File: src/rtl/pfs_cfg.svh
// Offsets, field positions, reset values and timing counts of the pin-function block
// Behaviour
// - Port D bit set selects data bus
// - ROM disabled forces port D to bus
// - Single-chip forces port D to GPIO
// - Sixteen-bit port E direction register
// - Direction one drives output, zero input
// - Other functions ignore the direction bit
// - Direction clears only on power-on reset
// - Two port E function-select registers
// - Mode may ignore bus-control or DMA-acknowledge selects
// - Function selects clear only on power-on
// - Port D selects clear only on power-on
// - Port D selects used only ROM-enabled extended
`ifndef PFS_CFG_SVH
`define PFS_CFG_SVH

// Word offsets on the register bus
`define PFS_OFS_PD_LOW_FUNC 3'h0
`define PFS_OFS_PE_DIR 3'h1
`define PFS_OFS_PE_UPPER_FUNC 3'h2
`define PFS_OFS_PE_LOWER_FUNC 3'h3
`define PFS_OFS_STATUS 3'h4
`define PFS_OFS_PD_EFFECTIVE 3'h5

// Reset values, all taken on power-on reset only
`define PFS_RST_PD_LOW_FUNC 16'h0000
`define PFS_RST_PE_DIR 16'h0000
`define PFS_RST_PE_UPPER_FUNC 16'h0000
`define PFS_RST_PE_LOWER_FUNC 16'h0000

// Writable bits; reserved bits stay zero
`define PFS_MASK_PE_UPPER_FUNC 16'hFD55
`define PFS_MASK_PE_LOWER_FUNC 16'h55FF

// Status register field positions
`define PFS_STAT_MODE_LSB 0
`define PFS_STAT_MODE_MSB 1

// Bus answer delay in cycles after a request is first seen
`define PFS_BUS_WAIT_CYCLES 1

// Avalon response codes
`define PFS_RESP_OKAY 2'h0
`define PFS_RESP_SLVERR 2'h2

`endif

File: src/rtl/pfs_pkg.sv
// Types shared by the pin-function block
package pfs_pkg;

   // Operating mode, static while the part runs
   typedef enum logic [1:0] {
      PFS_MODE_EXT_NOROM = 2'b00,
      PFS_MODE_EXT_ROM = 2'b01,
      PFS_MODE_SINGLE = 2'b10
   } pfs_mode_t;

   // Port E pin function code
   typedef enum logic [1:0] {
      PFS_FN_GPIO = 2'b00,
      PFS_FN_TIMER = 2'b01,
      PFS_FN_ALT_A = 2'b10,
      PFS_FN_ALT_B = 2'b11
   } pfs_func_t;

   // Resolved state of one port E pin
   typedef struct packed {
      pfs_func_t func;
      logic dir_used;
      logic oe;
   } pfs_pe_pin_t;

endpackage

File: src/rtl/pfs_pe_cell.sv
// Resolves the effective function and drive of one port E pin
`timescale 1ns/100ps
`include "pfs_cfg.svh"

module pfs_pe_cell
   import pfs_pkg::*;
#(
   parameter int PIN = 0
) (
   input wire logic [1:0] code_i, // Selected function code
   input wire logic dir_i, // Direction register bit
   input wire pfs_mode_t mode_i, // Operating mode
   output pfs_pe_pin_t pin_o // Resolved pin state
);

   pfs_func_t eff_func;

   always_comb begin
      eff_func = pfs_func_t'(code_i);
      // Bus-control and DMA-acknowledge outputs do not exist in single-chip mode
      if ((mode_i == PFS_MODE_SINGLE) && (PIN >= 14) && code_i[1]) begin
         eff_func = PFS_FN_GPIO;
      end
   end

   always_comb begin
      pin_o.func = eff_func;
      pin_o.dir_used = (eff_func == PFS_FN_GPIO) || (eff_func == PFS_FN_TIMER);
      pin_o.oe = pin_o.dir_used && dir_i;
   end

endmodule // pfs_pe_cell

File: src/rtl/pfs_top.sv
// Port D / port E pin-function select registers with an Avalon-MM slave
`timescale 1ns/100ps
`include "pfs_cfg.svh"

module pfs_top
   import pfs_pkg::*;
#(
   parameter int PD_PINS = 16,
   parameter int PE_PINS = 16
) (
   input wire logic mclk_i, // System clock, 125 MHz
   input wire logic resetn_i, // Power-on reset, synchronous, active low
   input wire pfs_mode_t op_mode_i, // Static operating mode
   input wire logic [2:0] avs_address_i, // Word address
   input wire logic avs_read_i, // Read request
   input wire logic avs_write_i, // Write request
   input wire logic [31:0] avs_writedata_i, // Write data
   input wire logic [3:0] avs_byteenable_i, // Byte enables
   output logic [31:0] avs_readdata_o, // Read data
   output logic [1:0] avs_response_o, // Answer code
   output logic avs_waitrequest_o, // High until answer
   output logic [PD_PINS-1:0] pd_bus_sel_o, // Port D pin is data bus line
   output pfs_pe_pin_t [PE_PINS-1:0] pe_pin_o // Port E resolved pins
);

   logic [15:0] pd_func_q;
   logic [15:0] pe_dir_q;
   logic [15:0] pe_upper_q;
   logic [15:0] pe_lower_q;
   logic wait_q;
   logic [31:0] rdata_q;
   logic [1:0] resp_q;
   logic [PD_PINS-1:0] pd_bus_q;
   pfs_pe_pin_t [PE_PINS-1:0] pe_pin_q;

   logic req;
   logic take;
   logic wr_take;
   logic mapped;
   logic [31:0] rdata_d;
   logic [PD_PINS-1:0] pd_bus_d;
   logic [1:0] pe_code [PE_PINS];
   pfs_pe_pin_t [PE_PINS-1:0] pe_pin_d;

   // Masks held at register width so each byte lane can be sliced from them
   localparam logic [15:0] UP_MASK = `PFS_MASK_PE_UPPER_FUNC;
   localparam logic [15:0] LO_MASK = `PFS_MASK_PE_LOWER_FUNC;

   assign req = avs_read_i || avs_write_i;
   assign take = req && !wait_q;
   assign wr_take = take && avs_write_i;

   // Bus handshake: every request waits exactly one cycle
   always_ff @(posedge mclk_i) begin
      if (!resetn_i) begin
         wait_q <= 1'b1;
      end else if (req && wait_q) begin
         wait_q <= 1'b0;
      end else begin
         wait_q <= 1'b1;
      end
   end

   always_comb begin
      mapped = 1'b1;
      rdata_d = 32'h0000_0000;
      case (avs_address_i)
         `PFS_OFS_PD_LOW_FUNC: begin
            rdata_d[15:0] = pd_func_q;
         end
         `PFS_OFS_PE_DIR: begin
            rdata_d[15:0] = pe_dir_q;
         end
         `PFS_OFS_PE_UPPER_FUNC: begin
            rdata_d[15:0] = pe_upper_q;
         end
         `PFS_OFS_PE_LOWER_FUNC: begin
            rdata_d[15:0] = pe_lower_q;
         end
         `PFS_OFS_STATUS: begin
            rdata_d[`PFS_STAT_MODE_MSB:`PFS_STAT_MODE_LSB] = op_mode_i;
         end
         `PFS_OFS_PD_EFFECTIVE: begin
            rdata_d[PD_PINS-1:0] = pd_bus_q;
         end
         default: begin
            mapped = 1'b0;
         end
      endcase
   end

   // Read data and answer code are captured while waitrequest is still high
   always_ff @(posedge mclk_i) begin
      if (!resetn_i) begin
         rdata_q <= 32'h0000_0000;
         resp_q <= `PFS_RESP_OKAY;
      end else if (req && wait_q) begin
         rdata_q <= avs_read_i ? rdata_d : 32'h0000_0000;
         resp_q <= mapped ? `PFS_RESP_OKAY : `PFS_RESP_SLVERR;
      end
   end

   // Only power-on reset clears these; other resets never reach this block
   always_ff @(posedge mclk_i) begin
      if (!resetn_i) begin
         pd_func_q <= `PFS_RST_PD_LOW_FUNC;
      end else if (wr_take && (avs_address_i == `PFS_OFS_PD_LOW_FUNC)) begin
         if (avs_byteenable_i[0]) begin
            pd_func_q[7:0] <= avs_writedata_i[7:0];
         end
         if (avs_byteenable_i[1]) begin
            pd_func_q[15:8] <= avs_writedata_i[15:8];
         end
      end
   end

   always_ff @(posedge mclk_i) begin
      if (!resetn_i) begin
         pe_dir_q <= `PFS_RST_PE_DIR;
      end else if (wr_take && (avs_address_i == `PFS_OFS_PE_DIR)) begin
         if (avs_byteenable_i[0]) begin
            pe_dir_q[7:0] <= avs_writedata_i[7:0];
         end
         if (avs_byteenable_i[1]) begin
            pe_dir_q[15:8] <= avs_writedata_i[15:8];
         end
      end
   end

   // Reserved bits are masked on write so they always read zero
   always_ff @(posedge mclk_i) begin
      if (!resetn_i) begin
         pe_upper_q <= `PFS_RST_PE_UPPER_FUNC;
      end else if (wr_take && (avs_address_i == `PFS_OFS_PE_UPPER_FUNC)) begin
         if (avs_byteenable_i[0]) begin
            pe_upper_q[7:0] <= avs_writedata_i[7:0] & UP_MASK[7:0];
         end
         if (avs_byteenable_i[1]) begin
            pe_upper_q[15:8] <= avs_writedata_i[15:8] & UP_MASK[15:8];
         end
      end
   end

   always_ff @(posedge mclk_i) begin
      if (!resetn_i) begin
         pe_lower_q <= `PFS_RST_PE_LOWER_FUNC;
      end else if (wr_take && (avs_address_i == `PFS_OFS_PE_LOWER_FUNC)) begin
         if (avs_byteenable_i[0]) begin
            pe_lower_q[7:0] <= avs_writedata_i[7:0] & LO_MASK[7:0];
         end
         if (avs_byteenable_i[1]) begin
            pe_lower_q[15:8] <= avs_writedata_i[15:8] & LO_MASK[15:8];
         end
      end
   end

   // Port D: mode decides, register only counts in ROM-enabled extended mode
   always_comb begin
      case (op_mode_i)
         PFS_MODE_EXT_NOROM: begin
            pd_bus_d = '1;
         end
         PFS_MODE_EXT_ROM: begin
            pd_bus_d = pd_func_q[PD_PINS-1:0];
         end
         PFS_MODE_SINGLE: begin
            pd_bus_d = '0;
         end
         default: begin
            pd_bus_d = '0;
         end
      endcase
   end

   // Function code per port E pin; upper register holds pins 15..8
   always_comb begin
      pe_code[15] = pe_upper_q[15:14];
      pe_code[14] = pe_upper_q[13:12];
      pe_code[13] = pe_upper_q[11:10];
      pe_code[12] = {1'b0, pe_upper_q[8]};
      pe_code[11] = {1'b0, pe_upper_q[6]};
      pe_code[10] = {1'b0, pe_upper_q[4]};
      pe_code[9] = {1'b0, pe_upper_q[2]};
      pe_code[8] = {1'b0, pe_upper_q[0]};
      pe_code[7] = {1'b0, pe_lower_q[14]};
      pe_code[6] = {1'b0, pe_lower_q[12]};
      pe_code[5] = {1'b0, pe_lower_q[10]};
      pe_code[4] = {1'b0, pe_lower_q[8]};
      pe_code[3] = pe_lower_q[7:6];
      pe_code[2] = pe_lower_q[5:4];
      pe_code[1] = pe_lower_q[3:2];
      pe_code[0] = pe_lower_q[1:0];
   end

   for (genvar gi = 0; gi < PE_PINS; gi++) begin : g_pe
      pfs_pe_cell #(
         .PIN(gi)
      ) u_cell (
         .code_i(pe_code[gi]),
         .dir_i(pe_dir_q[gi]),
         .mode_i(op_mode_i),
         .pin_o(pe_pin_d[gi])
      );
   end

   // Outputs are registered so pad muxes see glitch-free selects
   always_ff @(posedge mclk_i) begin
      if (!resetn_i) begin
         pd_bus_q <= '0;
         pe_pin_q <= '0;
      end else begin
         pd_bus_q <= pd_bus_d;
         pe_pin_q <= pe_pin_d;
      end
   end

   assign avs_readdata_o = rdata_q;
   assign avs_response_o = resp_q;
   assign avs_waitrequest_o = wait_q;
   assign pd_bus_sel_o = pd_bus_q;
   assign pe_pin_o = pe_pin_q;
endmodule // pfs_top

File: config.mk
export PLATFORM = sky130hd
export DESIGN_NAME = pfs_top
export DESIGN_NICKNAME = d
export VERILOG_FILES = /design/src/rtl/pfs_pkg.sv /design/src/rtl/pfs_pe_cell.sv /design/src/rtl/pfs_top.sv
export VERILOG_INCLUDE_DIRS = /design/src /design/src/rtl
export SDC_FILE = /design/constraint.sdc
export NUM_CORES = 1
export LEC_CHECK = 0
export BUFFER_PORTS_ARGS = -buffer_cell sky130_fd_sc_hd__buf_2
export CAP_MARGIN = 25
export CELL_PAD_IN_SITES_DETAIL_PLACEMENT = 1
export CELL_PAD_IN_SITES_GLOBAL_PLACEMENT = 1
export CORE_MARGIN = 10
export CORE_UTILIZATION = 39
export DETAILED_ROUTE_END_ITERATION = 7
export HOLD_SLACK_MARGIN = 0.02
export PLACE_DENSITY = 0.8
export SLEW_MARGIN = 20
export SYNTH_ARGS = -nofsm -noshare
export SYNTH_HDL_FRONTEND = slang
export SYNTH_SLANG_ARGS = --single-unit
File: constraint.sdc
create_clock -name mclk_i -period 2.35 [get_ports mclk_i]
set_clock_uncertainty 0.2 [all_clocks]
set_input_delay 0.1175 -clock mclk_i [delete_from_list [all_inputs] [get_ports mclk_i]]
set_output_delay 0.1175 -clock mclk_i [all_outputs]
set_load 0.02 [all_outputs]
==> results of run 1 <==
-- worst register-to-register path, stage by stage (launching register included) --
cell and delay (ns):
dfxtp_1 0.46, and4bb_1 0.50, and3_1 0.58, mux2i_1 0.28, nor2b_1 0.06
-- cell families after synthesis --
family | Yosys count
buffers and inverters | 87
muxes | 62
DFF | 136
other | 1
and+or+nand+nor | 178
AOI/OAI and AO/OA | 88
-- layout by cell type, fill, tap and decap left out, drive strengths merged, types with 2 or more instances in the layout --
| master | synthesis | final |
|---|---|---|
| and2 | 37 | 37 |
| nand2 | 31 | 31 |
| nor4b | 3 | 3 |
| clkinv | 0 | 5 |
| a22o | 4 | 4 |
| dfxtp | 136 | 136 |
| buf | 51 | 129 |
| nor2 | 13 | 13 |
| dlygate4sd3 | 0 | 25 |
| a22oi | 3 | 3 |
| nor2b | 42 | 42 |
| a21boi | 22 | 22 |
| o21ai | 13 | 13 |
| a31oi | 4 | 4 |
| mux2i | 60 | 60 |
| inv | 17 | 17 |
| and4bb | 2 | 2 |
| and3 | 4 | 4 |
| o22ai | 3 | 3 |
| nand3 | 24 | 24 |
| a21oi | 29 | 29 |
| conb | 1 | 26 |
| clkbuf | 19 | 24 |
| a221oi | 7 | 7 |
| nor3b | 7 | 7 |
| nand3b | 7 | 7 |
| nand2b | 4 | 4 |
-- flip-flops by register name (all words and copies together), names as in the netlist --
signal	count
avs_readdata_o	16
avs_response_o	1
avs_waitrequest_o	1
pd_bus_sel_o	16
pd_func_q	16
pe_dir_q	16
pe_lower_q	12
pe_pin_o	47
pe_upper_q	11
-- power by group --
group / leakage (nW) / internal (mW) / switching [mW]
clock: 0.249 / 1.37 / 0.917
combinational: 1.65 / 0.140 / 0.251
sequential: 1.10 / 2.34 / 0.0213
-- metrics by stage --
stage	instance area [µm²]	utilization, %	instances
3_5_place_dp	6070	43.9	815
3_3_place_gp	6070	43.9	815
6_report	6830	49.4	870
5_1_grt	6830	49.4	870
2_1_floorplan	5580	-	577
4_1_cts	6820	49.3	869
-- what timing repair did --
item,4_1_cts,5_1_grt
hold buffers,25,0
endpoints found under the hold margin,81,0
resized for setup,0,0
-- cell type report --
type	count	area, µm²
Inverter	17	63.8
Clock inverter	5	25.0
Clock buffer	24	472
Multi-Input combinational cell	354	2370
Sequential cell	136	2720
Timing Repair Buffer	154	947
Fill cell	1594	7000
Tap cell	180	225
-- metal layers --
metal	GRT usage (%)	up-vias	routed length, µm
li1	-	2072	-
met2	26.5	122	7560
met3	5.96	12	1040
met4	4.83	0	119
met5	0	-	0
met1	19.1	2095	6870
-- final timing paths --
kind | end | startpoint | depth (start not counted)
worst max-delay path | pe_lower_q[1] | avs_waitrequest_o | 4
worst min-delay path | pd_func_q[12] | avs_write_i | 4
worst max register to register | pe_lower_q[1] | avs_waitrequest_o | 4
worst min register to register | pd_bus_sel_o[1] | pd_func_q[1] | 2
==> reports/summary.txt, run 1 <==
status - finished, final reports clean
prevailing post-synth register cell - dfxtp_1
Area growth syn-to-layout - 24.4%
simple-gate share of the synthesized area - 19.6%
latest clock arrival within the worst-skew pair - 0.42 ns
RSZ-0062 raised after global routing - no
fin crit share - 93.5%
Synth Cell Area - 5490 µm²
Crit. End Element - flop
area leader, netlist - dfxtp_1
Die Y - 139 µm
Clock transition at path regs - 0.05 ns
Initial Util - 39.7%
post-place setup slack - 0.157 ns
Startpoint Class - flop
Slew @ Worst Pin - 0.789 ns
CTS root buf - clkbuf_16
Area contributors post-synth - dfxtp_1, mux2i_1, buf_4
critical path data required time - 2.46 ns
antenna-violating nets left - 0
Clock Sinks - 136
library cell with the highest instance count after synthesis - dfxtp_1
fraction of layout cells with a size suffix above 1 - 23.8%
post-CTS setup buffer count - 0
largest family of logic cells by synthesized area - simple AND/OR/NAND/NOR gates
Worst Path Arrival - 2.31 ns
top-area cell type share of the netlist area - 49.6%
Seq/Total Area, Yosys - 49.6%
overflow left after global routing - 0
synthesized flop and latch total - 136
fin worst setup slack - 0.153 ns
peak supply drop - 0.508 mV
Reg2Reg Setup Slack - 0.15 ns
synthesis warning total - 0
mux cell area share after synthesis - 11.6%
total CTS buffers - 17
Nets - 725
drt initial violations - 230
wire per inst - 17.9 µm
core area - 13800 µm²
synth unique cells - 42
Setup TNS Final - 0 ns
Crit path largest cell delay - 0.58 ns
max-capacitance violation count - 0
DR vias - 4301
Post-synth top cells - dfxtp_1, mux2i_1, nor2b_1
Peak Freq - 455 MHz
P_leak - 3.00 nW
final setup violation count - 0
drt pass-1 iters - 4
I/O pin total - 160
number of antenna repair diodes - 0
Power Total - 5.04 mW
Clock Tree Buf Depth - 2
adder-cell area share of the yosys netlist - 0%
max-slew violation count - 0
Cell Pwr Density - 738 nW/µm²
dpl hpwl - 11200 µm
crit path cell chain - and4bb_1 -> and3_1 -> mux2i_1 -> nor2b_1
Cell Rows - 43
Compound-Gate Fraction of Synth Area - 10.2%
Die Area - 19200 µm²
worst-path fanout max - 9
syn_area_per_cell - 9.94 µm²
Final Hold Vio Count - 0
Hold Crit Class - input pin to flop
critical path's slowest cell - and3_1
Die X - 139 µm
Post-Synthesis Cells - 552
global placement routability congestion - 0.810
largest net degree at the start of global routing - 51
Slew headroom - 47.4%
global-route wire length before repair - 25000 µm
Post-synth EDFFs - 0
WHS - 0.0604 ns
Total GRT Usage - 16.1%
Buffers & Inverters on Critical Path - 0
critical path's top delay family - simple AND/OR/NAND/NOR gates
XOR/XNOR Fraction of Synth Area - 0%
CTS H-Tree Depth - 4
antenna violations before repair - 0
IO buf count - 115
CTS tree - built
CP Class - flop to flop
Final min period - 2.20 ns
DRC Markers - 0
final wirelength - 15600 µm
routed vias/inst - 4.94
ys async rst share - 0%
vias in the first global route - 4605
No activity file was read; power rests on OpenSTA's default activity.
==> run 2: changes to the inputs <==
- PLACE_DENSITY: 0.8 -> unset
- PLACE_DENSITY_LB_ADDON: unset -> 0.1
==> reports/summary.txt, run 2 (synthesized netlist as in run 1, its figures left out) <==
Slew @ Worst Pin - 0.810 ns
global placement routability congestion - 0.760
I/O pin total - 160
DR WL met3 - 690 µm
routed vias/inst - 4.85
Area growth syn-to-layout - 26.3%
Reg area - 2720 µm²
most frequent cells in the layout - dfxtp_1, buf_2, mux2i_1
Final min period - 2.08 ns
Die Area - 19200 µm²
vias in the first global route - 4639
Final Hold Vio Count - 0
Metal-1 WL - 7260 µm
Internal - 4.23 mW
DR vias - 4237
final wirelength - 15600 µm
status - finished, final reports clean
crit path cell chain - nor4b_4 -> dlygate4sd3_1 -> nand3_1 -> a21boi_0
largest net degree at the start of global routing - 61
Startpoint Class - flop
wire per inst - 17.9 µm
area of the multi-input gates - 2370 µm²
Logic pwr share - 7.2%
post-route insts no fill - 874
peak supply drop - 0.367 mV
Filler cells - 1576
Clock Tree Buf Depth - 2
Total GRT Usage - 16.2%
worst-path fanout max - 7
antenna violations before repair - 1
Cell Rows - 43
CP Depth - 4
clock power share - 49.7%
switching share of power - 22.6%
switching pwr - 1.24 mW
drt initial violations - 186
Buffers & Inverters on Critical Path - 1
dpl hpwl - 11100 µm
post-CTS setup buffer count - 0
Reg2Reg Setup Slack - 0.27 ns
Crit. End Element - flop
P_leak - 3.05 nW
core area - 13800 µm²
WHS - 0.0960 ns
Peak Freq - 481 MHz
antenna-violating nets left - 0
max-slew violation count - 0
total CTS buffers - 17
Crit path largest cell delay - 0.75 ns
CTS H-Tree Depth - 4
hold depth - 3
Die Y - 139 µm
IO buf count - 115
Power Total - 5.47 mW
Slew headroom - 46.0%
most common cell after layout, fill and taps aside - dfxtp_1
Worst Path Arrival - 2.22 ns
Clock Sinks - 136
dpl cells - 817
drt pass-1 iters - 4
RSZ-0062 raised after global routing - no
max-capacitance violation count - 0
critical path data required time - 2.49 ns
CTS root buf - clkbuf_16
global-route wire length before repair - 25200 µm
Sequential Power Share - 43.1%
fin crit share - 88.5%
CP Class - flop to flop
critical path's top delay family - buffers and inverters
overflow left after global routing - 0
Die X - 139 µm
Cell Pwr Density - 789 nW/µm²
Nets - 725
top routing layer used - met4
Clock transition at path regs - 0.06 ns
path depth of the worst reg2reg path - 4
DRC Markers - 0
critical path's slowest cell - dlygate4sd3_1
WL met2 - 7420 µm
final setup violation count - 0
CTS tree - built
latest clock arrival within the worst-skew pair - 0.42 ns
Setup TNS Final - 0 ns
fraction of layout cells with a size suffix above 1 - 24.7%
number of flip-flops in the largest register - 47
Initial Util - 39.7%
Hold Crit Class - input pin to flop
==> run 2: cell count changes in the layout (fill, tap and decap cells not counted), sizes merged <==
cell,before,now
buf,129,130
bufinv,0,2
clkbuf,24,26
clkinv,5,2
clkinvlp,0,2
diode,0,1
dlygate4sd3,25,24
==> run 2: metrics by stage <==
| stage | area [µm²] | utilization, % | setup WS (ns) |
|---|---|---|---|
| floorplan | 5580 | - | 0.570 |
| global placement | 6070 | 43.9 | 0.370 |
| detailed placement | 6070 | 43.9 | 0.343 |
| CTS | 6930 | 50.1 | 0.268 |
| global route | 6930 | 50.1 | 0.135 |
| finish | 6930 | 50.1 | 0.271 |
==> run 2: path summary, 6_finish.rpt <==
check | end | from
worst max-delay path | pd_func_q[10] | avs_waitrequest_o
worst min-delay path | avs_readdata_o[9] | avs_address_i[1]
worst max register to register | pd_func_q[10] | avs_waitrequest_o
worst min register to register | avs_readdata_o[9] | avs_readdata_o[9]
==> run 2: per-layer routing <==
metal	track usage, %	vias up
li1	-	2068
met1	19.8	2043
met2	26.3	106
met3	4.55	20
met4	6.59	0
met5	0	-
==> run 2: timing repair <==
| item | 4_1_cts | 5_1_grt |
|---|---|---|
| hold buffers | 24 | 0 |
| resized for setup | 0 | 0 |
| endpoints found under the hold margin | 79 | 0 |
==> run 2: worst reg2reg max path, cell delays in order (launching register included) <==
cell and delay, ns:
dfxtp_1 0.40, nor4b_4 0.38, dlygate4sd3_1 0.75, nand3_1 0.11, a21boi_0 0.16
==> run 2: power by group through the flow <==
stage | Sequential [mW] | Combinational, mW | Clock, mW
floorplan | 2.43 | 0.248 | 0
global placement | 2.40 | 0.354 | 0
detailed placement | 2.40 | 0.360 | 0
CTS | 2.35 | 0.393 | 2.78
global route | 2.36 | 0.426 | 2.88
finish | 2.35 | 0.392 | 2.72
==> run 2: area by class of cell <==
cell class	count	area share, %
Inverter	17	0.921
Clock buffer	26	7.64
Clock inverter	6	1.23
Tap cell	180	3.25
Sequential cell	136	39.3
Timing Repair Buffer	154	13.4
Multi-Input combinational cell	354	34.2
Antenna cell	1	0.0361
